$ cat src/hdl/wdgp_pkg.sv
// Constants and types of the watchdog with game-port reload
package wdgp_pkg;

  // ****************************************
  // Timing
  // ****************************************
  localparam int unsigned CLK_HZ      = 25_000_000;
  localparam int unsigned UNIT_SEC_S  = 1;
  localparam int unsigned SEC_CYCLES  = CLK_HZ * UNIT_SEC_S;
  localparam int unsigned MIN_SECONDS = 60;

  // ****************************************
  // Register indexes and byte addresses
  // ****************************************
  localparam logic [9:0]  IDX_GP_ACT  = 10'h030;
  localparam logic [9:0]  IDX_GP_HI   = 10'h060;
  localparam logic [9:0]  IDX_GP_LO   = 10'h061;
  localparam logic [9:0]  IDX_WD_CTL  = 10'h0fb;
  localparam logic [9:0]  IDX_WD_PIN  = 10'h0fc;
  localparam logic [9:0]  IDX_WD_VAL  = 10'h0fd;
  localparam logic [19:0] ADDR_GP_ACT = {8'h00, IDX_GP_ACT, 2'b00};
  localparam logic [19:0] ADDR_GP_HI  = {8'h00, IDX_GP_HI, 2'b00};
  localparam logic [19:0] ADDR_GP_LO  = {8'h00, IDX_GP_LO, 2'b00};
  localparam logic [19:0] ADDR_WD_CTL = {8'h00, IDX_WD_CTL, 2'b00};
  localparam logic [19:0] ADDR_WD_PIN = {8'h00, IDX_WD_PIN, 2'b00};
  localparam logic [19:0] ADDR_WD_VAL = {8'h00, IDX_WD_VAL, 2'b00};
  // I/O window: haddr[20] set, port number in haddr[17:2]
  localparam int unsigned IO_WIN_BIT  = 20;

  // ****************************************
  // Field positions and reset values
  // ****************************************
  localparam int unsigned CTL_CIR_EN_BIT = 7;
  localparam int unsigned CTL_GP_EN_BIT  = 4;
  localparam int unsigned CTL_UNIT_BIT   = 3;
  localparam int unsigned CTL_FORCE_BIT  = 1;
  localparam int unsigned CTL_STAT_BIT   = 0;
  localparam int unsigned GP_ACT_EN_BIT  = 0;
  localparam logic [7:0]  CTL_RW_MASK    = 8'h98;
  localparam logic [7:0]  RST_GP_ACT     = 8'h00;
  localparam logic [3:0]  RST_GP_HI      = 4'h2;
  localparam logic [7:0]  RST_GP_LO      = 8'h01;
  localparam logic [7:0]  RST_WD_CTL     = 8'h00;
  localparam logic [5:0]  RST_WD_PIN     = 6'h00;
  localparam logic [7:0]  RST_WD_VAL     = 8'h00;
  localparam logic [7:0]  IO_RD_DATA     = 8'hff;

  typedef enum logic [1:0] {
    WDGP_ST_IDLE    = 2'b00,
    WDGP_ST_RUN     = 2'b01,
    WDGP_ST_EXPIRED = 2'b10
  } wdgp_state_t;

endpackage

$ cat src/hdl/wdgp_tick_if.sv
// Tick carrier between watchdog core and its time base
`timescale 1ns/100ps
`default_nettype none
interface wdgp_tick_if;
  logic restart;
  logic sec_tick;
  logic min_tick;
  modport gen (input restart, output sec_tick, output min_tick);
  modport use_side (output restart, input sec_tick, input min_tick);
endinterface
`default_nettype wire

$ cat src/hdl/wdgp_timebase.sv
// Second and minute tick generator for the watchdog
`timescale 1ns/100ps
`default_nettype none
module wdgp_timebase #(
  parameter int unsigned SEC_CYCLES = wdgp_pkg::SEC_CYCLES
) (
  input  wire logic  hclk,
  input  wire logic  hresetn,
  wdgp_tick_if.gen   tk
);
  import wdgp_pkg::*;

  localparam int unsigned SW = $clog2(SEC_CYCLES);

  if (SEC_CYCLES < 2) begin : g_bad_cycles
    $error("SEC_CYCLES must be at least 2");
  end

  logic [SW-1:0] sec_cnt_q, sec_cnt_d;
  logic [5:0]    min_cnt_q, min_cnt_d;
  logic          sec_q, sec_d;
  logic          min_q, min_d;

  // Restart aligns the unit to the reload so the first unit is whole
  always_comb begin
    sec_cnt_d = sec_cnt_q + SW'(1);
    min_cnt_d = min_cnt_q;
    sec_d     = 1'b0;
    min_d     = 1'b0;
    if (tk.restart) begin
      sec_cnt_d = '0;
      min_cnt_d = '0;
    end else if (sec_cnt_q == SW'(SEC_CYCLES - 1)) begin
      sec_cnt_d = '0;
      sec_d     = 1'b1;
      if (min_cnt_q == 6'(MIN_SECONDS - 1)) begin
        min_cnt_d = '0;
        min_d     = 1'b1;
      end else begin
        min_cnt_d = min_cnt_q + 6'h01;
      end
    end
  end

  always_ff @(posedge hclk or negedge hresetn) begin
    if (!hresetn) begin
      sec_cnt_q <= '0;
      min_cnt_q <= '0;
      sec_q     <= 1'b0;
      min_q     <= 1'b0;
    end else begin
      sec_cnt_q <= sec_cnt_d;
      min_cnt_q <= min_cnt_d;
      sec_q     <= sec_d;
      min_q     <= min_d;
    end
  end

  assign tk.sec_tick = sec_q;
  assign tk.min_tick = min_q;

endmodule // wdgp_timebase
`default_nettype wire

$ cat src/hdl/wdgp_watchdog_top.sv
// Watchdog timer with game-port and infrared reload, AHB-Lite registers
`timescale 1ns/100ps
`default_nettype none
module wdgp_watchdog_top #(
  parameter int unsigned SEC_CYCLES = wdgp_pkg::SEC_CYCLES
) (
  input  wire logic        hclk,
  input  wire logic        hresetn,
  input  wire logic        hsel,
  input  wire logic [31:0] haddr,
  input  wire logic [1:0]  htrans,
  input  wire logic        hwrite,
  input  wire logic [2:0]  hsize,
  input  wire logic [31:0] hwdata,
  input  wire logic        hready,
  output logic      [31:0] hrdata,
  output logic             hreadyout,
  output logic             hresp,
  input  wire logic        consumer_infrared_irq,
  output logic             watchdog_timer_timeout,
  output logic      [5:0]  watchdog_timer_pin_loc,
  output logic             game_port_enable,
  output logic      [15:0] game_port_base
);
  import wdgp_pkg::*;

  // A second shorter than two clocks would never let the tick counter wrap
  if (SEC_CYCLES < 2) begin : g_bad_cycles
    $error("SEC_CYCLES must be at least 2");
  end

  // ****************************************
  // Bus slave
  // ****************************************
  logic        dp_q, dp_d;
  logic        wr_q, wr_d;
  logic        io_q, io_d;
  logic [19:0] addr_q, addr_d;
  logic        rdy_q, rdy_d;
  logic [31:0] rdata_q, rdata_d;
  logic        take;
  logic [7:0]  rd_byte;

  // Registers
  logic [7:0]  gp_act_q, gp_act_d;
  logic [3:0]  gp_hi_q, gp_hi_d;
  logic [7:0]  gp_lo_q, gp_lo_d;
  logic [7:0]  ctl_q, ctl_d;
  logic        force_q, force_d;
  logic        stat_q, stat_d;
  logic [5:0]  pin_q, pin_d;
  logic [7:0]  val_q, val_d;

  // Watchdog
  wdgp_state_t state_q, state_d;
  logic [8:0]  cnt_q, cnt_d;
  logic        cir_q;
  logic        wr_evt, ctl_wr, val_wr;
  logic        cir_pulse, gp_pulse, reload, unit_tick, expire;
  logic [15:0] base_addr;

  wdgp_tick_if tk ();

  wdgp_timebase #(
    .SEC_CYCLES (SEC_CYCLES)
  ) u_timebase (
    .hclk    (hclk),
    .hresetn (hresetn),
    .tk      (tk.gen)
  );

  // Every transfer takes one wait state, so a read never races the
  // write that went before it
  assign take = hsel & hready & htrans[1];

  always_comb begin
    case (addr_q)
      ADDR_GP_ACT: rd_byte = gp_act_q;
      ADDR_GP_HI:  rd_byte = {4'h0, gp_hi_q};
      ADDR_GP_LO:  rd_byte = gp_lo_q;
      ADDR_WD_CTL: rd_byte = {ctl_q[7], 2'b00, ctl_q[4], ctl_q[3], 1'b0, force_q, stat_q};
      ADDR_WD_PIN: rd_byte = {2'b00, pin_q};
      ADDR_WD_VAL: rd_byte = val_q;
      default:     rd_byte = 8'h00;
    endcase
    if (io_q) begin
      rd_byte = gp_act_q[GP_ACT_EN_BIT] ? IO_RD_DATA : 8'h00;
    end
  end

  always_comb begin
    dp_d    = 1'b0;
    wr_d    = wr_q;
    io_d    = io_q;
    addr_d  = addr_q;
    rdy_d   = 1'b1;
    rdata_d = rdata_q;
    if (dp_q) begin
      rdata_d = {24'h000000, rd_byte};
    end else if (take) begin
      dp_d   = 1'b1;
      rdy_d  = 1'b0;
      wr_d   = hwrite;
      io_d   = haddr[IO_WIN_BIT];
      addr_d = haddr[19:0];
    end
  end

  always_ff @(posedge hclk or negedge hresetn) begin
    if (!hresetn) begin
      dp_q    <= 1'b0;
      wr_q    <= 1'b0;
      io_q    <= 1'b0;
      addr_q  <= 20'h00000;
      rdy_q   <= 1'b1;
      rdata_q <= 32'h00000000;
    end else begin
      dp_q    <= dp_d;
      wr_q    <= wr_d;
      io_q    <= io_d;
      addr_q  <= addr_d;
      rdy_q   <= rdy_d;
      rdata_q <= rdata_d;
    end
  end

  assign hrdata    = rdata_q;
  assign hreadyout = rdy_q;
  assign hresp     = 1'b0;

  // ****************************************
  // Register file
  // ****************************************
  assign wr_evt = dp_q & wr_q & ~io_q;
  assign ctl_wr = wr_evt & (addr_q == ADDR_WD_CTL);
  assign val_wr = wr_evt & (addr_q == ADDR_WD_VAL);

  always_comb begin
    gp_act_d = gp_act_q;
    gp_hi_d  = gp_hi_q;
    gp_lo_d  = gp_lo_q;
    ctl_d    = ctl_q;
    pin_d    = pin_q;
    val_d    = val_q;
    force_d  = 1'b0;
    stat_d   = stat_q;
    if (wr_evt) begin
      case (addr_q)
        ADDR_GP_ACT: gp_act_d = {7'h00, hwdata[GP_ACT_EN_BIT]};
        ADDR_GP_HI:  gp_hi_d  = hwdata[3:0];
        ADDR_GP_LO:  gp_lo_d  = hwdata[7:0];
        ADDR_WD_CTL: ctl_d    = hwdata[7:0] & CTL_RW_MASK;
        ADDR_WD_PIN: pin_d    = hwdata[5:0];
        ADDR_WD_VAL: val_d    = hwdata[7:0];
        default:     ctl_d    = ctl_q;
      endcase
    end
    if (ctl_wr && hwdata[CTL_FORCE_BIT]) begin
      force_d = 1'b1;
    end
    // Software clears status by writing 1; an expiry in the same cycle wins
    if (ctl_wr && hwdata[CTL_STAT_BIT]) begin
      stat_d = 1'b0;
    end
    if (expire) begin
      stat_d = 1'b1;
    end
  end

  always_ff @(posedge hclk or negedge hresetn) begin
    if (!hresetn) begin
      gp_act_q <= RST_GP_ACT;
      gp_hi_q  <= RST_GP_HI;
      gp_lo_q  <= RST_GP_LO;
      ctl_q    <= RST_WD_CTL;
      pin_q    <= RST_WD_PIN;
      val_q    <= RST_WD_VAL;
      force_q  <= 1'b0;
      stat_q   <= 1'b0;
    end else begin
      gp_act_q <= gp_act_d;
      gp_hi_q  <= gp_hi_d;
      gp_lo_q  <= gp_lo_d;
      ctl_q    <= ctl_d;
      pin_q    <= pin_d;
      val_q    <= val_d;
      force_q  <= force_d;
      stat_q   <= stat_d;
    end
  end

  assign base_addr              = {4'h0, gp_hi_q, gp_lo_q};
  assign game_port_base         = base_addr;
  assign game_port_enable       = gp_act_q[GP_ACT_EN_BIT];
  assign watchdog_timer_pin_loc = pin_q;
  assign watchdog_timer_timeout = stat_q;

  // ****************************************
  // Watchdog counter
  // ****************************************
  assign cir_pulse = consumer_infrared_irq & ~cir_q & ctl_q[CTL_CIR_EN_BIT];
  assign gp_pulse  = dp_q & io_q & (addr_q[17:2] == base_addr)
                     & ctl_q[CTL_GP_EN_BIT];
  assign reload    = cir_pulse | gp_pulse;
  assign unit_tick = ctl_q[CTL_UNIT_BIT] ? tk.sec_tick : tk.min_tick;
  assign expire    = force_q | ((state_q == WDGP_ST_RUN) & unit_tick
                     & (cnt_q == 9'h001));
  assign tk.restart = val_wr | ((state_q == WDGP_ST_RUN) & reload);

  // Stored value 0..255 stands for 1..256 units
  always_comb begin
    state_d = state_q;
    cnt_d   = cnt_q;
    case (state_q)
      WDGP_ST_IDLE: begin
        if (expire) begin
          state_d = WDGP_ST_EXPIRED;
        end else if (val_wr) begin
          state_d = WDGP_ST_RUN;
          cnt_d   = {1'b0, hwdata[7:0]} + 9'h001;
        end
      end
      WDGP_ST_RUN: begin
        // Software's write wins over a last tick in the same cycle
        if (val_wr && !force_q) begin
          cnt_d = {1'b0, hwdata[7:0]} + 9'h001;
        end else if (expire) begin
          state_d = WDGP_ST_EXPIRED;
          cnt_d   = 9'h000;
        end else if (reload) begin
          cnt_d = {1'b0, val_q} + 9'h001;
        end else if (unit_tick) begin
          cnt_d = cnt_q - 9'h001;
        end
      end
      WDGP_ST_EXPIRED: begin
        if (val_wr && !force_q) begin
          state_d = WDGP_ST_RUN;
          cnt_d   = {1'b0, hwdata[7:0]} + 9'h001;
        end
      end
      default: begin
        state_d = WDGP_ST_IDLE;
        cnt_d   = 9'h000;
      end
    endcase
  end

  always_ff @(posedge hclk or negedge hresetn) begin
    if (!hresetn) begin
      state_q <= WDGP_ST_IDLE;
      cnt_q   <= 9'h000;
      cir_q   <= 1'b0;
    end else begin
      state_q <= state_d;
      cnt_q   <= cnt_d;
      cir_q   <= consumer_infrared_irq;
    end
  end

  logic unused_ok;
  assign unused_ok = &{1'b0, haddr[31:21], haddr[19:18], hsize, hwdata[31:8], rdata_d[31:8]};
endmodule // wdgp_watchdog_top
`default_nettype wire

$ cat config.mk
export PLATFORM = sky130hd
export DESIGN_NAME = wdgp_watchdog_top
export DESIGN_NICKNAME = d
export VERILOG_FILES = /design/src/hdl/wdgp_pkg.sv /design/src/hdl/wdgp_tick_if.sv /design/src/hdl/wdgp_timebase.sv /design/src/hdl/wdgp_watchdog_top.sv
export SDC_FILE = /design/constraint.sdc
export NUM_CORES = 1
export LEC_CHECK = 0
export BUFFER_PORTS_ARGS = -buffer_cell sky130_fd_sc_hd__clkbuf_2
export CAP_MARGIN = 0
export CORE_UTILIZATION = 55
export DETAILED_ROUTE_END_ITERATION = 10
export HOLD_SLACK_MARGIN = 0.05
export PLACE_DENSITY_LB_ADDON = 0.25
export SETUP_SLACK_MARGIN = 0.5
export SYNTH_ARGS = -nofsm -noshare
export SYNTH_HDL_FRONTEND = slang
export SYNTH_SLANG_ARGS = --single-unit
$ cat constraint.sdc
create_clock -name hclk -period 5.05 [get_ports hclk]
set_clock_uncertainty 0.1 [all_clocks]
set_input_delay 0 -clock hclk [delete_from_list [all_inputs] [get_ports hclk]]
set_output_delay 0 -clock hclk [all_outputs]
set_load 0.01 [all_outputs]
== Word-level counts from Yosys, hierarchy flattened ==
Cells that the tools add are included.

* Register bits: 109
* Latch bits: 0
* Bits in writable memories: 0
* ROM bits: 0
* Input bits: 75
* Output and inout port bits: 58
* Logic and storage cells: 116
* Memories kept: 0

* Add/sub/neg operators: 5
* Multiply operators: 0
* Div/mod/pow operators: 0
* Order comparisons: 0
* Equality and inequality tests: 19
* Shifts and indexed selects: 0
* Muxes and demuxes: 35
* Bitwise gates (word level): 20
* Reduce and logical (&&, ||, !) cells: 16

{| class="wikitable"
|+ Operators with widths
! kind !! count
|-
| two-way mux 9 bit || 7
|-
| equality test 20 x 10 -> 1 bit (second input constant) || 3
|-
| two-way mux 25 bit || 2
|-
| one-hot mux 8 bit (6 select lines) || 1
|-
| equality test 20 x 9 -> 1 bit (second input constant) || 2
|-
| one-hot mux 9 bit (3 select lines) || 1
|-
| adder 25 x 1 -> 25 bit (second input constant) || 1
|-
| equality test 25 bit (second input constant) || 1
|-
| equality test 20 x 8 -> 1 bit (second input constant) || 1
|-
| adder 8 x 1 -> 9 bit (second input constant) || 2
|-
| two-way mux 6 bit || 3
|-
| equality test 16 x 12 -> 1 bit || 1
|-
| two-way mux 8 bit || 2
|-
| AND 1 bit || 14
|-
| AND reduction 2 bit || 7
|-
| two-way mux 1 bit || 13
|-
| two-way mux 2 bit || 5
|-
| inequality test 2 bit (second input constant) || 5
|-
| equality test 9 x 1 -> 1 bit (second input constant) || 1
|-
| subtractor 9 x 1 -> 9 bit (second input constant) || 1
|-
| AND reduction 4 bit || 2
|-
| adder 6 x 1 -> 6 bit (second input constant) || 1
|-
| equality test 6 bit (second input constant) || 1
|-
| one-hot mux 2 bit (3 select lines) || 1
|-
| 10 further kinds || 17
|}

== Depth between registers and ports, before layout ==
Gate-level depths: netlist (run 1).

* Depth after elaboration: 8
* Mapped depth: 9

== Modules after synthesis ==
Synthesis (run 1) repeated with hierarchy kept, for this count alone.

* Cells, all modules: 617
* Area, all modules: 5,895.7 µm²

{| class="wikitable"
|+ By module, submodules not included
! module !! times used !! cells an instance !! area each (µm²) !! seq. area each (µm²)
|-
| wdgp_watchdog_top || 1 || 438 || 4,165.2 || 1,905.6
|-
| wdgp_timebase || 1 || 179 || 1,730.4 || 825.8
|}

== Least setup slack after synthesis (run 1) ==
No wires, ideal clock.

* Path type: reg-to-reg
* From: register u_timebase.sec_cnt_q[15]
* To: register u_timebase.min_cnt_q[5]
* Setup time: 0.075 ns
* Arrival time: 2.072 ns
* Setup slack: 2.802 ns
* Stages on the path, launching flop included: 7
* Period minus slack after synthesis: 2.248 ns
* Path through: dfrtp_1 > nor4b_2 > nand4b_1 > or4_4 > buf_6 > or4_4 > a21oi_2

* Cells in the longest elaborated chain, start to end: 2

{| class="wikitable"
|+ RTL lines
! element !! line !! RTL
|-
| start: declaration || wdgp_timebase.sv:19 || <nowiki>logic [SW-1:0] sec_cnt_q, sec_cnt_d;</nowiki>
|-
| start signal: assignment || wdgp_timebase.sv:52 || <nowiki>sec_cnt_q <= sec_cnt_d;</nowiki>
|-
| equality test 25 bit || wdgp_timebase.sv:33 || <nowiki>end else if (sec_cnt_q == SW'(SEC_CYCLES - 1)) begin</nowiki>
|-
| nonzero test 2 bit (no source line) || -- ||
|-
| end signal: assignment || wdgp_timebase.sv:53 || <nowiki>min_cnt_q <= min_cnt_d;</nowiki>
|-
| end: declaration || wdgp_timebase.sv:20 || <nowiki>logic [5:0] min_cnt_q, min_cnt_d;</nowiki>
|}

Every way passes these cells.
A chain may end at the register's enable or synchronous reset.

== Worst setup path in the final report (run 1) ==
* From: register addr_q[1]
* To: register cnt_q[0]

* Cells in the longest elaborated chain, start to end: 5
* Elaborated cells between the ends (all ways): 9
* Those cells by class: eq/ne (4); mux (2); bitwise (1); reduce/logical (2)

{| class="wikitable"
|+ RTL lines
! element !! line !! RTL
|-
| start: declaration || wdgp_watchdog_top.sv:38 || <nowiki>logic [19:0] addr_q, addr_d;</nowiki>
|-
| start signal: assignment || wdgp_watchdog_top.sv:121 || <nowiki>addr_q <= addr_d;</nowiki>
|-
| equality test 20 x 10 -> 1 bit (*) || wdgp_watchdog_top.sv:136 || <nowiki>assign val_wr = wr_evt & (addr_q == ADDR_WD_VAL);</nowiki>
|-
| AND 1 bit (*) || wdgp_watchdog_top.sv:136 ||
|-
| logical AND 1 bit || wdgp_watchdog_top.sv:225, wdgp_watchdog_top.sv:237 ||
|-
| inequality test 5 x 4 -> 1 bit (no source line), or another cell as far along || -- ||
|-
| AND reduction 4 bit (no source line) / one-hot mux 9 bit (3 select lines) (equally long branches) || -- ||
|-
| end signal: assignment || wdgp_watchdog_top.sv:256 || <nowiki>cnt_q <= cnt_d;</nowiki>
|-
| end: declaration || wdgp_watchdog_top.sv:56 || <nowiki>logic [8:0] cnt_q, cnt_d;</nowiki>
|}

Mark *: on every way between the ends. The rest lies on a longest branch, timed or not.

==> results of run 1 <==
## registers in the layout (all words and copies together), names as in the netlist, 2 cells and up
signal / count
addr_q: 20
cnt_q: 9
ctl_q: 3
gp_hi_q: 4
gp_lo_q: 8
hrdata: 8
state_q: 2
u_timebase.min_cnt_q: 6
u_timebase.sec_cnt_q: 25
val_q: 8
watchdog_timer_pin_loc: 6
## power by group
group | switching [mW] | internal, mW | total (mW)
Sequential | 0.0501 | 0.918 | 0.968
Clock | 0.305 | 0.207 | 0.512
Combinational | 0.128 | 0.121 | 0.249
Total | 0.483 | 1.25 | 1.73
## worst max-delay path by stage
stage,to,depth (start not counted)
detailed placement,cnt_q[0]$_DFFE_PN0P_,6
floorplan,u_timebase.min_cnt_q[5]$_DFFE_PN0P_,6
global placement,cnt_q[0]$_DFFE_PN0P_,6
CTS,cnt_q[0]$_DFFE_PN0P_,6
finish,cnt_q[0]$_DFFE_PN0P_,6
global route,cnt_q[0]$_DFFE_PN0P_,6
## cell families (layout without fill, tap and decap cells)
family / Yosys count / in the layout
adder cells (fa/ha/maj): 6 / 6
AND/OR/NAND/NOR: 318 / 318
buffers and inverters: 58 / 143
other: 1 / 29
multiplexers: 24 / 24
flip-flops: 109 / 109
AO/OA/AOI/OAI: 56 / 56
XOR/XNOR: 53 / 53
## cell type report
cell class,instances,area share
Clock buffer,11,0.0219
Clock inverter,4,0.00435
Inverter,8,0.00435
Multi-Input combinational cell,486,0.421
Sequential cell,109,0.396
Tap cell,136,0.0247
Timing Repair Buffer,120,0.127
## timing repair
action	CTS	global route
hold buffers	54	0
setup buffers	0	0
hold endpoints to repair	108	0
## metal layers
layer,global-route usage,vias up
li1,-,2323
met2,0.453,203
met1,0.366,2461
met3,0.0699,36
met5,0,-
met4,0.130,0
## layout by cell type, fill, tap and decap left out, types with 4 or more instances in the layout
master	netlist	routed
nor4_2	4	4
xor2_1	27	27
nor3_1	20	20
nand2_1	125	125
inv_1	8	8
a21oi_1	10	10
a41oi_1	7	7
clkbuf_2	0	63
and3_1	13	13
nand3b_1	4	4
o21ai_0	10	10
a22oi_1	8	8
dlygate4sd3_1	0	54
nor2_1	57	57
nor4_1	11	11
xnor2_1	26	26
conb_1	1	29
mux2_2	22	22
or3_1	4	4
ha_1	6	6
clkbuf_8	0	11
nand3_1	38	38
nand4_1	13	13
dfrtp_1	106	106
## stage by stage
| step | util | area (µm²) | instances | worst slack [ps] |
|---|---|---|---|---|
| after global routing | 0.668 | 6900 | 874 | 1500 |
| after detailed placement | 0.598 | 6180 | 805 | 1840 |
| after global placement | 0.598 | 6180 | 805 | 1960 |
| after CTS | 0.668 | 6900 | 874 | 1830 |
| final | 0.668 | 6900 | 874 | 1760 |
| after floorplan | - | 5980 | 653 | 2800 |
==> flow_metrics.tcl, run 1 <==
set metrics [dict create \
    gp_congestion 0.904 \
    ios 133 \
    finalPower_mw 1.73 \
    drt_pass1_iterations 5 \
    start_util 0.570 \
    hp_class "in2async" \
    synth-simple-area-share 0.270 \
    synth.most_common_cell "nand2_1" \
    peakVddDrop_uv 263 \
    reg2reg_to "cnt_q[0]$_DFFE_PN0P_" \
    netlist_top_cells_area "dfrtp_1, nand2_1, mux2_2" \
    tritoncts "built" \
    syn_inst 625 \
    postSynthRegisterBits 109 \
    layout_min_cycle_time_ps 3290 \
    route.detailed.vias_per_inst 5.75 \
    async_reset_ff_frac 1.00 \
    number_of_buffers_and_inverters_on_the_critical_path 0 \
    xor_and_xnor_area_share_after_synthesis 0.0790 \
    max_slew.worst_pin.slew_ps 1060 \
    synth-warning-count 0 \
    maximum_clock_frequency_mhz 304 \
    yosys-top-cells-count "nand2_1, dfrtp_1, nor2_1, nand3_1, buf_4" \
    wl_met1_mm 6.16 \
    combinational_family_with_the_most_area_after_synthesis "simple AND/OR/NAND/NOR gates" \
    synth-edff-count 0 \
    final_count_of_negative_setup_slack_endpoints 0 \
    clkSinkCount 109 \
    reg2regPathDepth 6 \
    final_layout_size_suffix_gt1_frac 0.172 \
    grt_overflow 0 \
    rsz0062_at_grt "no" \
    ys_dominant_reg_cell "dfrtp_1" \
    category_of_the_most_critical_setup_path "reg2reg" \
    detail_route.iter0.violations 254 \
    max-clock-path-buffers 2 \
    cts_buffer_count 9 \
    drt.antenna.violating_nets 0 \
    io_buffer_count 64 \
    timing.slew.headroom 0.292 \
    wire_per_inst_um 16.9 \
    max_cap_violations 0 \
    synth.distinct_cells 58 \
    fin_nets 815 \
    multiInputGateArea_um2 2910 \
    syn_to_final_growth_pct 17.3 \
    num_antenna_cells 0 \
    design.die.area_um2 11100 \
    holdWs_ps 61.5 \
    worst-path-max-fanout 16 \
    synth_seq_area_share 0.465 \
    status "completed" \
    share_of_the_cycle_needed_by_the_critical_path_after_routing 0.652 \
    clock_latency_ps 390 \
    grt_first_pass_wirelength_mm 24.5 \
    core_area_um2 10300 \
    endpoint_kind "flop" \
    met2RoutedLength_mm 7.17 \
    htree_num_levels 3 \
    cp_data_required_time_ps 5220 \
    netlist.area_leader.share 0.451 \
    wl_met3_um 976 \
    crit_path_launch_type "flop" \
    row_count 37 \
    report.final.hold_viol_count 0 \
    drcViolationCount 0 \
    critPathMaxStageDelay_ps 780 \
    yosys.area.top_type "dfrtp_1" \
    dp.final_hpwl_mm 9.72 \
    vias 5023 \
    power_leakage_nw 3.23 \
    yosys.area_share.adder 0.0128 \
    grt_max_degree 64 \
    worst-r2r-setup-slack_ps 1760 \
    powerDensity_nw_per_um2 251 \
    synthesis.area_um2 5880 \
    crit-reg2reg-launch "addr_q[1]$_DFFE_PN0P_" \
    top_signal_layer_used "met4" \
    die_y_um 105 \
    post_synth.cell_area_avg_um2 9.41 \
    cp_top_family "simple AND/OR/NAND/NOR gates" \
    cts_resized 0 \
    timing.critical_path.cells "nor4_2 -> nand3_1 -> nor3_2 -> nor2_2 -> a32o_1 -> a221o_1" \
    drt-total-wl_mm 14.7 \
    final_max_slew_viol_count 0 \
    crit_start "addr_q[1]$_DFFE_PN0P_" \
    grt_pass1_vias 5030 \
    grt.total_usage 0.284 \
    critPathSlowestCell "nor3_2" \
    register_area_um2 2730 \
    grt_antenna_before_repair 0 \
    num-fill-cells 827 \
    clk_pin_slew_ps 100 \
    synth-compound-area-share 0.0683 \
    fp.dieW_um 105 \
    setup-tns-final_ps 0 \
    cts_root_buffer "clkbuf_8" \
    muxShareOfSynthArea 0.0458 \
    worst-endpoint-arrival_ps 3460 \
]
(Power assumes the default switching activity.)
==> inputs of run 2 (changes only) <==
==> constraint.sdc (replaced) <==
create_clock -name hclk -period 3.05 [get_ports hclk]
set_clock_uncertainty 0.1 [all_clocks]
set_input_delay 0 -clock hclk [delete_from_list [all_inputs] [get_ports hclk]]
set_output_delay 0 -clock hclk [all_outputs]
set_load 0.01 [all_outputs]
==> run 2 against run 1 <==
Against the previous run: sequential share of layout area shrank 1.5 points; worst setup slack lost 1200 ps; fmax grew 31%; register-to-register slack lost 1200 ps; largest cell class unchanged; critical path depth grew 1; sequential power grew 67%; sequential cell count is the same; combinational power grew 79%; core utilization grew 2.6 points; clock power grew 66%.
==> flow_metrics.tcl, run 2 (synthesis results as in run 1) <==
set metrics [dict create \
    status "completed" \
    grt_pass1_vias 5227 \
    final_max_slew_viol_count 0 \
    final_count_of_negative_setup_slack_endpoints 0 \
    syn_to_final_growth_pct 21.9 \
    worst-path-max-fanout 25 \
    pre_cts_slack_ps 398 \
    design.die.area_um2 11100 \
    start_util 0.570 \
    finalPower_mw 2.92 \
    most-common-layout-cells "nand2_1, dfrtp_1, clkbuf_2, nor2_1, dlygate4sd3_1" \
    grt_max_degree 52 \
    worst_slack_ps 534 \
    critPathSlowestCell "dlygate4sd3_1" \
    registers.top_by_ff_count "u_timebase.sec_cnt_q" \
    peakVddDrop_uv 504 \
    fp.dieW_um 105 \
    worst-endpoint-arrival_ps 2700 \
    powerDensity_nw_per_um2 407 \
    drcViolationCount 0 \
    cp_data_required_time_ps 3240 \
    drt.antenna.violating_nets 0 \
    crit_path_launch_type "flop" \
    io_buffer_count 64 \
    clkSinkCount 109 \
    layout_commonest_cell "nand2_1" \
    rsz0062_at_grt "yes" \
    core_area_um2 10300 \
    share_of_the_cycle_needed_by_the_critical_path_after_routing 0.825 \
    category_of_the_most_critical_setup_path "reg2reg" \
    report.final.hold_viol_count 0 \
    hp_class "in2async" \
    wire_per_inst_um 17.3 \
    clk_pin_slew_ps 110 \
    power_leakage_nw 3.34 \
    endpoint_kind "flop" \
    timing.critical_path.cells "buf_4 -> nand4b_1 -> buf_4 -> clkinvlp_2 -> nand2_1 -> nand2_1 -> dlygate4sd3_1" \
    ios 133 \
    gp_congestion 0.888 \
    maximum_clock_frequency_mhz 398 \
    dp.final_hpwl_mm 9.61 \
    die_y_um 105 \
    layout_min_cycle_time_ps 2520 \
    final_layout_size_suffix_gt1_frac 0.208 \
    reg_top3 "u_timebase.sec_cnt_q x25, addr_q x20, cnt_q x9" \
    cts_buffer_count 9 \
    grt_first_pass_wirelength_mm 25.6 \
    route.detailed.vias_per_inst 5.78 \
    critPathMaxStageDelay_ps 580 \
    clock_latency_ps 400 \
    grt.total_usage 0.296 \
    timing.slew.headroom 0.541 \
    tritoncts "built" \
    setup-tns-final_ps 0 \
    num_antenna_cells 0 \
    detail_route.iter0.violations 361 \
    max_slew.worst_pin.slew_ps 685 \
    final_util 0.694 \
    fin_nets 837 \
    max-clock-path-buffers 2 \
    drt_pass1_iterations 5 \
    cts_root_buffer "clkbuf_8" \
    drt-total-wl_mm 15.5 \
    largest_reg_flops 25 \
    vias 5182 \
    grt_antenna_before_repair 0 \
    grt_overflow 0 \
    max_cap_violations 0 \
    htree_num_levels 3 \
    row_count 37 \
]
==> run 2: cell count changes in the layout (fill, tap and decap cells not counted), sizes merged <==
cell	previous run	this run
buf	3	22
clkbuf	74	72
clkinv	1	3
clkinvlp	1	5
dlygate4sd3	54	56
inv	10	8
==> run 2: per-stage QoR <==
stage          instance area [µm²]  instances  hold slack [ps]
5_1_grt                       7170        897              131
3_5_place_dp                  6270        818            -28.3
4_1_cts                       7060        893             81.5
2_1_floorplan                 5980        653             -396
3_3_place_gp                  6270        818            -35.7
6_report                      7170        897             77.9
==> run 2: worst paths after layout <==
kind                                                   startpoint                                  end  slack, ps  cells after the start
worst min register to register  u_timebase.sec_cnt_q[0]$_DFF_PN0_    u_timebase.sec_cnt_q[0]$_DFF_PN0_        420                      1
max in group asynchronous                                 hresetn               gp_lo_q[0]$_DFFE_PN1P_       1870                      3
worst min-delay path                                      hresetn  u_timebase.min_cnt_q[3]$_DFFE_PN0P_         80                      2
min in group hclk                           consumer_infrared_irq                      cir_q$_DFF_PN0_        180                      2
worst max register to register                     dp_q$_DFF_PN0_               addr_q[17]$_DFFE_PN0P_        530                      7
worst max-delay path                               dp_q$_DFF_PN0_               addr_q[17]$_DFFE_PN0P_        530                      7
==> run 2: layout make-up <==
type | instances | area, µm²
Timing Repair Buffer | 141 | 1040
Fill cell | 757 | 3160
Clock buffer | 9 | 124
Inverter | 8 | 33.8
Clock inverter | 7 | 61.3
Multi-Input combinational cell | 486 | 3000
Tap cell | 136 | 170
Sequential cell | 109 | 2730
Timing Repair inverter | 1 | 5.00
==> run 2: per-layer routing <==
metal  global-route usage  wire [µm]  vias to the layer above  part of all wire
met3               0.0631        949                       38             0.061
met2                0.484       7690                      216              0.49
met5                    0          0                        -                 0
met1                0.378       6470                     2554              0.42
li1                     -          -                     2374                 -
met4                0.132        426                        0             0.027
==> run 2: critical path: cells and delay by family, from the launching register on <==
family / cells / cell delay (ps)
buf+inv: 4 / 1510
simple gates: 3 / 420
flops: 1 / 370
==> run 2: repair_timing <==
item | CTS | global route
endpoints found under the setup margin | 37 | 54
hold endpoints to repair | 111 | 0
hold buffers | 56 | 0
setup buffers | 3 | 3
pin swaps | 3 | 1
resized for setup | 3 | 13
gates cloned | 0 | 1
==> run 2: power by group <==
group / internal, mW / switching, mW / leakage [nW]
Clock: 0.307 / 0.546 / 0.0846
Sequential: 1.52 / 0.0979 / 1.39
Combinational: 0.221 / 0.225 / 1.87
